## config.mk

```make
export PLATFORM = sky130hd
export DESIGN_NAME = dcr_ctrl_bank
export DESIGN_NICKNAME = d
export VERILOG_FILES = /design/src/dcr_pkg.sv /design/src/dcr_pin_sync.sv /design/src/dcr_ctrl_bank.sv
export SDC_FILE = /design/constraint.sdc
export NUM_CORES = 1
export LEC_CHECK = 0
export BUFFER_PORTS_ARGS = -buffer_cell sky130_fd_sc_hd__buf_4
export CORE_MARGIN = 2
export CORE_UTILIZATION = 40
export CTS_BUF_LIST = sky130_fd_sc_hd__clkbuf_4 sky130_fd_sc_hd__clkbuf_8
export CTS_CLUSTER_DIAMETER = 30
export DETAILED_ROUTE_END_ITERATION = 12
export GPL_TIMING_DRIVEN = 0
export PLACE_DENSITY = 0.65
export SYNTH_ARGS = -nofsm -noshare
export SYNTH_HDL_FRONTEND = slang
export SYNTH_SLANG_ARGS = --single-unit
```

## constraint.sdc

```tcl
create_clock -name MCLK -period 3.3 [get_ports MCLK]
set_clock_uncertainty 0.05 [all_clocks]
set_input_delay 0.66 -clock MCLK [delete_from_list [all_inputs] [get_ports MCLK]]
set_output_delay 0.66 -clock MCLK [all_outputs]
set_load 0.02 [all_outputs]
```

## src/dcr_pkg.sv

```systemverilog
// shared constants for the synthesizer control register bank
package dcr_pkg;
    localparam int          ADDR_W        = 5;
    localparam int          INSTR_BITS    = 8;
    localparam int          CTRL1_BITS    = 32;
    localparam int          FRAME_BITS    = INSTR_BITS + CTRL1_BITS;
    localparam int          CNT_W         = 6;
    localparam int          RW_BIT        = 7;
    localparam logic [ADDR_W-1:0] ADDR_CTRL1  = 5'h00;
    localparam logic [ADDR_W-1:0] ADDR_UNUSED = 5'h05;
    localparam logic [ADDR_W-1:0] ADDR_LAST   = 5'h10;
    localparam logic [31:0] CTRL1_RESET   = 32'h0000_0000;
    localparam int          B_MODULUS     = 28;
    localparam int          B_INT_PROFILE = 27;
    localparam int          B_NO_MATCH    = 26;
    localparam int          B_LSB_FIRST   = 23;
    localparam int          B_PROF_HI     = 22;
    localparam int          B_PROF_LO     = 20;
    localparam int          B_SYNC_OFF    = 19;
    localparam int          B_DIRECT_SW   = 16;
    localparam int          B_CLR_AUX     = 15;
    localparam int          B_CLR_PHASE   = 14;
    localparam int          PROF_W        = 3;
    localparam int          SYNC_DIV_DEF  = 4;
endpackage

```

## src/dcr_pin_sync.sv

```systemverilog
// two-flop synchroniser bank with rise and fall detection
`timescale 1ns/1ps
module dcr_pin_sync #(
    parameter int WIDTH = 1
) (
    input  wire logic             clk,
    input  wire logic             rst,
    input  wire logic [WIDTH-1:0] pin,
    output logic      [WIDTH-1:0] level,
    output logic      [WIDTH-1:0] rise,
    output logic      [WIDTH-1:0] fall
);
    logic [WIDTH-1:0] meta_reg;
    logic [WIDTH-1:0] sync_reg;
    logic [WIDTH-1:0] prev_reg;

    if (WIDTH < 1) begin : g_width_check
        $error("dcr_pin_sync: WIDTH must be at least 1");
    end

    // meta_reg feeds sync_reg only
    always_ff @(posedge clk) begin
        if (rst) begin
            meta_reg <= '0;
            sync_reg <= '0;
            prev_reg <= '0;
        end else begin
            meta_reg <= pin;
            sync_reg <= meta_reg;
            prev_reg <= sync_reg;
        end
    end

    assign level = sync_reg;
    assign rise  = sync_reg & ~prev_reg;
    assign fall  = ~sync_reg & prev_reg;
endmodule

```

## src/dcr_ctrl_bank.sv

```systemverilog
// serial-programmed control register bank, control word one (fields in bits 28 down to 14)
`timescale 1ns/1ps
module dcr_ctrl_bank
    import dcr_pkg::*;
#(
    parameter int SYNC_DIV = dcr_pkg::SYNC_DIV_DEF
) (
    input  wire logic                      MCLK,
    input  wire logic                      RST,
    input  wire logic                      SCLK,
    input  wire logic                      CS_N,
    input  wire logic                      SDIO_IN,
    output logic                           SDIO_OUT,
    output logic                           SDIO_OE,
    input  wire logic                      IO_UPDATE,
    input  wire logic [dcr_pkg::PROF_W-1:0] PROFILE_PINS,
    input  wire logic                      SWEEP_ENABLE,
    output logic                           SYNC_CLK,
    output logic                           SYNC_CLK_OE,
    output logic [dcr_pkg::PROF_W-1:0]     PROFILE_SEL,
    output logic                           AUX_SWEEP_MODE,
    output logic                           AUX_MODULUS_MODE,
    output logic                           PIPE_MATCH,
    output logic                           LSB_FIRST,
    output logic                           DIRECT_SWITCH,
    output logic                           AUX_ACC_CLEAR,
    output logic                           PHASE_ACC_CLEAR,
    output logic [31:0]                    CTRL1_ACTIVE
);
    import dcr_pkg::*;

    if (SYNC_DIV < 2) begin : g_div_check
        $error("dcr_ctrl_bank: SYNC_DIV must be at least 2");
    end

    localparam int DIV_W = $clog2(SYNC_DIV);
    localparam logic [DIV_W-1:0] DIV_LAST = DIV_W'(SYNC_DIV - 1);
    localparam logic [DIV_W-1:0] DIV_HALF = DIV_W'(SYNC_DIV / 2);
    localparam logic [CNT_W-1:0] CNT_INSTR = CNT_W'(INSTR_BITS);
    localparam logic [CNT_W-1:0] CNT_INSTR_LAST = CNT_W'(INSTR_BITS - 1);
    localparam logic [CNT_W-1:0] CNT_FRAME = CNT_W'(FRAME_BITS);
    localparam logic [CNT_W-1:0] CNT_FRAME_LAST = CNT_W'(FRAME_BITS - 1);

    logic                  sclk_rise;
    logic                  sclk_fall;
    logic                  sdio_lvl;
    logic                  upd_rise;
    logic [PROF_W-1:0]     prof_lvl;
    logic [2:0]            ctl_lvl;
    logic [2:0]            ctl_rise;
    logic [2:0]            ctl_fall;

    logic [CNT_W-1:0]      bit_cnt_reg;
    logic [INSTR_BITS-1:0] instr_reg;
    logic [INSTR_BITS-1:0] instr_next;
    logic [CTRL1_BITS-1:0] shift_reg;
    logic [CTRL1_BITS-1:0] shift_next;
    logic [CTRL1_BITS-1:0] buf_reg;
    logic [CTRL1_BITS-1:0] act_reg;
    logic [CTRL1_BITS-1:0] rd_word_reg;
    logic                  sdio_out_reg;
    logic                  sdio_oe_reg;
    logic                  upd_pend_reg;
    logic                  prof_pend_reg;
    logic [PROF_W-1:0]     prof_prev_reg;
    logic [DIV_W-1:0]      div_reg;
    logic                  sync_clk_reg;
    logic                  sync_edge;
    logic                  lsb_first;
    logic                  cs_active;
    logic                  instr_done;
    logic                  is_read;
    logic [ADDR_W-1:0]     addr;
    logic [ADDR_W-1:0]     addr_next;
    logic                  addr_mapped;
    logic [CNT_W-1:0]      data_idx;
    logic [PROF_W-1:0]     prof_eff;

    // pins come from the host's domain, so every pin except SWEEP_ENABLE is resynchronised
    dcr_pin_sync #(.WIDTH(3)) u_ctl_sync (
        .clk   (MCLK),
        .rst   (RST),
        // select enters inverted so its reset value equals the idle pin
        .pin   ({IO_UPDATE, SCLK, ~CS_N}),
        .level (ctl_lvl),
        .rise  (ctl_rise),
        .fall  (ctl_fall)
    );

    dcr_pin_sync #(.WIDTH(PROF_W + 1)) u_dat_sync (
        .clk   (MCLK),
        .rst   (RST),
        .pin   ({PROFILE_PINS, SDIO_IN}),
        .level ({prof_lvl, sdio_lvl}),
        .rise  (),
        .fall  ()
    );

    assign cs_active = ctl_lvl[0];
    assign sclk_rise = ctl_rise[1];
    assign sclk_fall = ctl_fall[1];
    assign upd_rise  = ctl_rise[2];

    // order bit acts straight from the buffer so the next frame already uses it
    // serial bit order
    assign lsb_first = buf_reg[B_LSB_FIRST];

    assign instr_done = cs_active && (bit_cnt_reg >= CNT_INSTR);
    assign is_read    = instr_reg[RW_BIT];
    assign addr       = instr_reg[ADDR_W-1:0];
    // decode from the instruction as it completes on the eighth bit
    assign addr_next   = instr_next[ADDR_W-1:0];
    assign addr_mapped = (addr_next <= ADDR_LAST) && (addr_next != ADDR_UNUSED);
    assign data_idx    = bit_cnt_reg - CNT_INSTR;

    always_comb begin
        instr_next = lsb_first ? {sdio_lvl, instr_reg[INSTR_BITS-1:1]}
                               : {instr_reg[INSTR_BITS-2:0], sdio_lvl};
        shift_next = lsb_first ? {sdio_lvl, shift_reg[CTRL1_BITS-1:1]}
                               : {shift_reg[CTRL1_BITS-2:0], sdio_lvl};
    end

    always_ff @(posedge MCLK) begin
        if (RST || !cs_active) begin
            bit_cnt_reg <= '0;
        end else if (sclk_rise && bit_cnt_reg != CNT_FRAME) begin
            bit_cnt_reg <= bit_cnt_reg + CNT_W'(1);
        end
    end

    always_ff @(posedge MCLK) begin
        if (RST) begin
            instr_reg <= '0;
            shift_reg <= '0;
        end else if (cs_active && sclk_rise) begin
            if (bit_cnt_reg < CNT_INSTR) begin
                instr_reg <= instr_next;
            end else if (bit_cnt_reg < CNT_FRAME) begin
                shift_reg <= shift_next;
            end
        end
    end

    // other mapped addresses live elsewhere; their bytes are ignored here
    // buffered write
    always_ff @(posedge MCLK) begin
        if (RST) begin
            buf_reg <= CTRL1_RESET;
        end else if (cs_active && sclk_rise && bit_cnt_reg == CNT_FRAME_LAST
                     && !is_read && addr == ADDR_CTRL1) begin
            buf_reg <= shift_next;
        end
    end

    always_ff @(posedge MCLK) begin
        if (RST) begin
            rd_word_reg <= '0;
        end else if (cs_active && sclk_rise && bit_cnt_reg == CNT_INSTR_LAST) begin
            rd_word_reg <= (addr_mapped && addr_next == ADDR_CTRL1)
                           ? buf_reg : '0;
        end
    end

    // read data change on the falling edge, host samples on the rising one
    always_ff @(posedge MCLK) begin
        if (RST || !cs_active) begin
            sdio_out_reg <= 1'b0;
            sdio_oe_reg  <= 1'b0;
        end else if (sclk_fall && instr_done && is_read) begin
            if (bit_cnt_reg < CNT_FRAME) begin
                sdio_out_reg <= lsb_first ? rd_word_reg[data_idx[4:0]]
                                          : rd_word_reg[~data_idx[4:0]];
                sdio_oe_reg  <= 1'b1;
            end else begin
                sdio_oe_reg  <= 1'b0;
            end
        end
    end

    // sync clock divider; sync_edge marks its rising edge
    always_ff @(posedge MCLK) begin
        if (RST) begin
            div_reg <= '0;
        end else if (div_reg == DIV_LAST) begin
            div_reg <= '0;
        end else begin
            div_reg <= div_reg + DIV_W'(1);
        end
    end

    assign sync_edge = (div_reg == DIV_LAST);

    always_ff @(posedge MCLK) begin
        if (RST) begin
            sync_clk_reg <= 1'b0;
        end else begin
            sync_clk_reg <= !act_reg[B_SYNC_OFF] && (sync_edge || div_reg < DIV_HALF - DIV_W'(1));
        end
    end

    assign prof_eff = act_reg[B_INT_PROFILE] ? act_reg[B_PROF_HI:B_PROF_LO] : prof_lvl;

    // a new strobe in the taking cycle stays pending
    always_ff @(posedge MCLK) begin
        if (RST) begin
            upd_pend_reg  <= 1'b0;
            prof_pend_reg <= 1'b0;
            prof_prev_reg <= '0;
        end else begin
            prof_prev_reg <= prof_eff;
            upd_pend_reg  <= upd_rise || (upd_pend_reg && !sync_edge);
            prof_pend_reg <= (prof_eff != prof_prev_reg) || (prof_pend_reg && !sync_edge);
        end
    end

    always_ff @(posedge MCLK) begin
        if (RST) begin
            act_reg <= CTRL1_RESET;
        end else if (sync_edge && upd_pend_reg) begin
            act_reg <= buf_reg;
        end else if (sync_edge && prof_pend_reg) begin
            act_reg[B_CLR_AUX] <= buf_reg[B_CLR_AUX];
        end
    end

    assign SDIO_OUT    = sdio_out_reg;
    assign SDIO_OE     = sdio_oe_reg;
    assign SYNC_CLK    = sync_clk_reg;
    assign SYNC_CLK_OE = !act_reg[B_SYNC_OFF];
    assign PROFILE_SEL = prof_eff;
    assign AUX_MODULUS_MODE = SWEEP_ENABLE && act_reg[B_MODULUS];
    assign AUX_SWEEP_MODE   = SWEEP_ENABLE && !act_reg[B_MODULUS];
    assign PIPE_MATCH      = !act_reg[B_NO_MATCH];
    assign LSB_FIRST       = lsb_first;
    assign DIRECT_SWITCH   = act_reg[B_DIRECT_SW];
    assign AUX_ACC_CLEAR   = act_reg[B_CLR_AUX];
    assign PHASE_ACC_CLEAR = act_reg[B_CLR_PHASE];
    assign CTRL1_ACTIVE    = act_reg;
endmodule

```

==> results of run 1 <==
[synth_stat cells, types with 3 or more instances]
cell type and n:
nor4_1 3, xnor2_1 4, mux2_2 6, buf_6 6, o22ai_1 4, or3_1 3
nor2_1 57, buf_2 10, a31oi_1 3, inv_1 44, mux2i_1 75, clkbuf_1 27
xor2_1 4, buf_1 10, a22oi_1 6, buf_4 7, nand2_1 69, mux4_2 12
nor2b_1 52, nor3_1 6, dfxtp_1 168, a21oi_1 37, a211oi_1 40, a22oi_2 30
ha_1 5, nor2_2 30
[cells by family after synthesis]
family                     after synthesis  synth area share, %
and+or+nand+nor                        242                 17.0
DFF                                    168                 46.0
AOI/OAI and AO/OA                      128                 13.8
buffers and inverters                  104                 6.49
muxes                                   93                 14.9
xor gates and xnor gates                 8                0.958
adders and majority gates                5                0.856
[cell usage in the layout (no fill, tap or decap), types with 4 or more instances in the layout]
cell / instances
a211oi_1: 40
a21oi_1: 37
a22oi_1: 6
a22oi_2: 30
buf_1: 10
buf_2: 10
buf_4: 61
buf_6: 6
clkbuf_1: 27
clkbuf_8: 17
dfxtp_1: 168
ha_1: 5
inv_1: 44
inv_6: 6
mux2_2: 6
mux2i_1: 75
mux4_2: 12
nand2_1: 69
nor2_1: 57
nor2_2: 30
nor2b_1: 52
nor3_1: 6
o22ai_1: 4
xnor2_1: 4
xor2_1: 4
[stage by stage]
step,std cells,hold slack (ns)
finish,1063,0.282
global route,1063,0.267
CTS,1063,0.260
detailed placement,1031,0.370
global placement,1031,0.367
floorplan,748,0.358
[layout make-up]
cell class / count / area (um2) / area share (%)
plain buffers: 60 / 309 / 3.67
clock buffers: 17 / 234 / 2.78
clock inverters: 15 / 188 / 2.23
inverters: 44 / 165 / 1.96
multi-input cells: 476 / 3470 / 41.2
flip-flops and latches: 168 / 3360 / 39.9
well taps: 229 / 287 / 3.40
repair buffers: 54 / 405 / 4.81
[how the worst max path moves through the flow]
stage | start | to | cells after the start
global route | bit_cnt_reg[1] | rd_word_reg[22] | 8
detailed placement | RST | CTRL1_ACTIVE[3] | 4
global placement | RST | CTRL1_ACTIVE[27] | 4
finish | bit_cnt_reg[1] | rd_word_reg[5] | 8
floorplan | bit_cnt_reg[1] | rd_word_reg[10] | 8
CTS | bit_cnt_reg[1] | rd_word_reg[5] | 8
[worst max-delay path, stage by stage (launching register included)]
cell     delay (ns)
dfxtp_1        0.47
ha_1           0.26
nand2_2        0.07
or4b_1         0.51
buf_2          0.20
nor3_4         0.36
buf_6          0.22
a22oi_2        0.08
nor2_2         0.09
[metal layers]
layer | up-vias | global-route usage [%] | routed length, um
met1 | 2598 | 24.2 | 8340
met4 | 0 | 6.01 | 282
met2 | 76 | 27.9 | 7790
li1 | 2708 | - | -
met3 | 21 | 3.80 | 455
met5 | - | 0 | 0
[power breakdown]
| part | internal, W | switching, W |
|---|---|---|
| clock | 0.000763 | 0.000798 |
| combinational | 0.0000343 | 0.0000699 |
| sequential | 0.00204 | 0.00000914 |
==> results.md, run 1 <==
* Synth cell types at 47
* Synth async-reset ratio at 0%
* PnR worst setup slack at 0.909 ns
* Status: completed
* Root buffer cell: clkbuf_8
* Synth Register Bits at 168
* Routed len/inst at roughly 16 um
* First-pass GRT wire length at 27400 um
* Num CTS Buffers at 17
* Die X at 139 um
* Post-synth EDFFs at 0
* Leak at ~2.8 nW
* Largest net degree at the start of global routing at 17
* Unrepaired setup endpoints after global routing: no
* Min Tclk post-route at 2.39 ns
* Post-CTS Setup Bufs at 0
* DRT Pass-1 Iters at 4
* Worst-path fanout max at 10
* Clk slew on worst S/H paths at 0.10 ns
* Via count at 5403
* Gpl congestion at 0.846
* Post-route DRC at 0
* Final Slew Violations at 0
* Pre-CTS setup slack at 0.689 ns
* Post-synthesis sequential area ratio at a little under half
* Worst Reg-to-Reg Cells at 8
* Initial core utilization at approximately two fifths
* Hold endpoint: u_ctl_sync.meta_reg[0]
* CP arrival at 2.74 ns
* Worst slew margin at 44.5%
* Worst-Skew Late Latency at 0.47 ns
* Syn nets at around 760
* Vias in the first global route at 5249
* Antenna-violating nets left at 0
* Mapped Area at 7310 um2
* Fillers at 1734
* H-Tree Level Count at 4
* Area grow syn2layout at 15.2%
* Core Rows at ~50
* Diode count at 0
* Util after Layout at 46.9%
* Hold path start: CS_N
* Total Neg Setup Slack at 0 ns
* Maxcap violations at 0
* GR Util All Layers at 17.7%
* Initial antenna violation count at 0
* Ys flop type: dfxtp_1
* Crit path required time at around 3.6 ns
* Worst r2r src: bit_cnt_reg[1]
* Reg2reg end: rd_word_reg[5]
* Hold buffers post-CTS at 0
* Fin crit share at 72.4%
* Critical path class: register to register
* Vias per cell at ~5.1
* Worst setup EP type: register
* Worst-Margin Slew at 0.833 ns
* CTS resizes at 0
* Hold path cells at 2
* Final HPWL DP at 12300 um
* Initial DRC Count at between 200 and 300
* Area contributors post-synth: dfxtp_1 (46%), mux2i_1 (10%), a22oi_2 (5.1%)
* Placed instance area at around 8000 um2
* Post-synth top area share at 46.0%
* Total gr overflow at 0
* Port Buffer Count at 54
* Critical Path Source Type: register
* Design area at between 8000 and 9000 um2
* Reg2Reg Setup Slack at 0.91 ns
* Final #Nets at 836
* Worst VDD drop at 281 uV
* Final wirelength at 16900 um
* Layout cells sized above 1 at 23.1%
* Die ar. at approximately 19000 um2
* Cell count after synthesis at roughly 750
* Setup violators final at 0
* Worst hold path type: primary input to register
* Core box area at 18000 um2
* TritonCTS clock tree: done
* CTS sink count at about 170
* Die Y at approximately 140 um
* PwrDens at approximately 440 nW/um2
* Clock Tree Buf Depth at 2
* Power, Total at 0.00372 W
* Synth warn at 0
* Most area-hungry cell type in the Yosys netlist: dfxtp_1
* Final Hold Viols at 0
* I/O pins at 56
* Synthesized area per cell at 9.77 um2
* Fmax at 418 MHz
Power figures use the tool's default switching activity.
==> inputs of run 2 (changes only) <==
clock period = 2.38 ns   (was 3.3 ns; I/O delays follow)
==> run 2 against run 1 <==
  * Final cell count about the same
  * Worst setup slack worse by 0.77 ns
  * Non-clock buffer count up 1
  * Design area up 0.25%
  * Global-route usage about the same
  * Clock power up 38%
  * First-iteration DRC count up 21%
  * Flip-flop and latch count unchanged
  * Largest cell class unchanged
  * Largest power group unchanged
==> results.md, run 2 (same netlist as run 1, synthesis figures left out) <==
* Core box area at 18000 um2
* Diode count at 0
* Via count at around 5400
* Layout cells sized above 1 at 23.4%
* Finished Layout Cells at 1064
* Min Tclk post-route at 2.24 ns
* Critical path class: register to register
* Hold buffers post-CTS at 0
* Initial antenna violation count at 0
* Worst-Skew Late Latency at 0.46 ns
* Root buffer cell: clkbuf_8
* Critical Path Source Type: register
* Design area at between 8000 and 9000 um2
* Initial DRC Count at 311
* Sw Share at between 20% and 30%
* Placed instance area at 8000 um2
* Final Hold Viols at 0
* Hold_ws at roughly 0.10 ns
* Clk slew on worst S/H paths at ~0.10 ns
* Maxcap violations at 0
* Crit path required time at 2.72 ns
* Combinational Power Share at approximately 2.8%
* Die ar. at 19400 um2
* Die X at 139 um
* Leak at 2.76 nW
* Commonest non-fill, non-tap cell in the layout: dfxtp_1
* Routed len/inst at 15.8 um
* Clock Tree Buf Depth at 2
* Flop pwr share at between 50% and 60%
* Final HPWL DP at 12300 um
* I/O pins at 56
* PwrDens at 610 nW/um2
* First-pass GRT wire length at about 27000 um
* Gpl congestion at 0.846
* Num CTS Buffers at 17
* DRT Pass-1 Iters at 4
* CP arrival at 2.57 ns
* Fillers at 1729
* Util after Layout at a little under half
* Area grow syn2layout at 15.5%
* Setup violators final at 0
* Worst-Margin Slew at 0.816 ns
* TritonCTS clock tree: done
* Antenna-violating nets left at 0
* Core Rows at 49
* Post-route DRC at 0
* Unrepaired setup endpoints after global routing: no
* Vias per cell at 5.05
* Worst VDD drop at 389 uV
* Fin crit share at 93.9%
* Final wirelength at 16900 um
* Worst-path fanout max at 10
* GR Util All Layers at 17.7%
* Total gr overflow at 0
* Pre-CTS setup slack at -0.0473 ns
* PnR worst setup slack at 0.144 ns
* Cells after DPL at 1031
* Final #Nets at 837
* Largest net degree at the start of global routing at 17
* Die Y at 139 um
* Int Pwr at 0.00394 W
* CTS sink count at around 170
* Worst slew margin at 45.6%
* Initial core utilization at 40.7%
* Port Buffer Count at 54
* Vias in the first global route at 5253
* Clk pwr share at roughly two fifths
* Worst setup EP type: register
* Fmax at 447 MHz
* Status: completed
* Final Slew Violations at 0
* Worst hold path type: primary input to register
* Switching power at 0.00121 W
* H-Tree Level Count at 4
* Commonest non-fill, non-tap cells in the layout: dfxtp_1 (167), mux2i_1 (75), nand2_1 (69)
## run 2: cell count changes in the layout (fill, tap and decap cells not counted)
| cell | change |
|---|---|
| buf_12 | +1 |
| dfxtp_1 | -1 |
| dfxtp_2 | +1 |
## run 2: path summary, 6_finish.rpt
check / startpoint / end / slack, ns / cells past startpoint
max: bit_cnt_reg[1] / rd_word_reg[5] / 0.14 / 9
max reg2reg: bit_cnt_reg[1] / rd_word_reg[5] / 0.14 / 9
min: CS_N / u_ctl_sync.meta_reg[0] / 0.10 / 2
min reg2reg: div_reg[0] / div_reg[0] / 0.38 / 1
## run 2: metal layers
layer  share of wire (%)  up-vias  GRT usage, %  routed length (um)
li1                    -     2710             -                   -
met1                  49     2564          24.2                8260
met2                  46       78          27.9                7810
met3                 3.1       19          3.80                 517
met4                 1.6        0          6.01                 265
met5                   0        -             0                   0
## run 2: repair_timing
| action | 4_1_cts | 5_1_grt |
|---|---|---|
| endpoints found under the setup margin | 4 | 30 |
| buffers inserted | 1 | 0 |
| resized for setup | 0 | 1 |
| pin swaps | 1 | 0 |
| gates cloned | 0 | 0 |
## run 2: through the flow
step | setup TNS (ns) | power (W)
floorplan | 0 | 0.00300
global placement | -0.523 | 0.00306
detailed placement | -0.362 | 0.00306
CTS | 0 | 0.00521
global route | 0 | 0.00533
finish | 0 | 0.00515
## run 2: worst max-delay path, stage by stage, from the launching register on
cell and delay (ns):
dfxtp_2 0.40, ha_1 0.23, nand2_2 0.07, or4b_1 0.51
buf_2 0.20, nor3_4 0.23, buf_12 0.15, buf_6 0.16
a22oi_2 0.08, nor2_2 0.09
## run 2: cell type report
class | instances | area (um2) | area share (%)
multi-input combinational | 476 | 3470 | 41.1
buffer | 60 | 309 | 3.66
timing repair buffer | 55 | 425 | 5.04
tap | 229 | 287 | 3.39
inverter | 44 | 165 | 1.96
sequential | 168 | 3360 | 39.8
clock buffer | 17 | 234 | 2.77
clock inverter | 15 | 188 | 2.22
## run 2: power groups by stage
stage	registers (W)	clock network (W)	logic [W]
global route	0.00285	0.00232	0.000159
global placement	0.00291	0	0.000145
floorplan	0.00291	0	0.0000891
detailed placement	0.00291	0	0.000146
CTS	0.00285	0.00221	0.000146
finish	0.00285	0.00216	0.000144
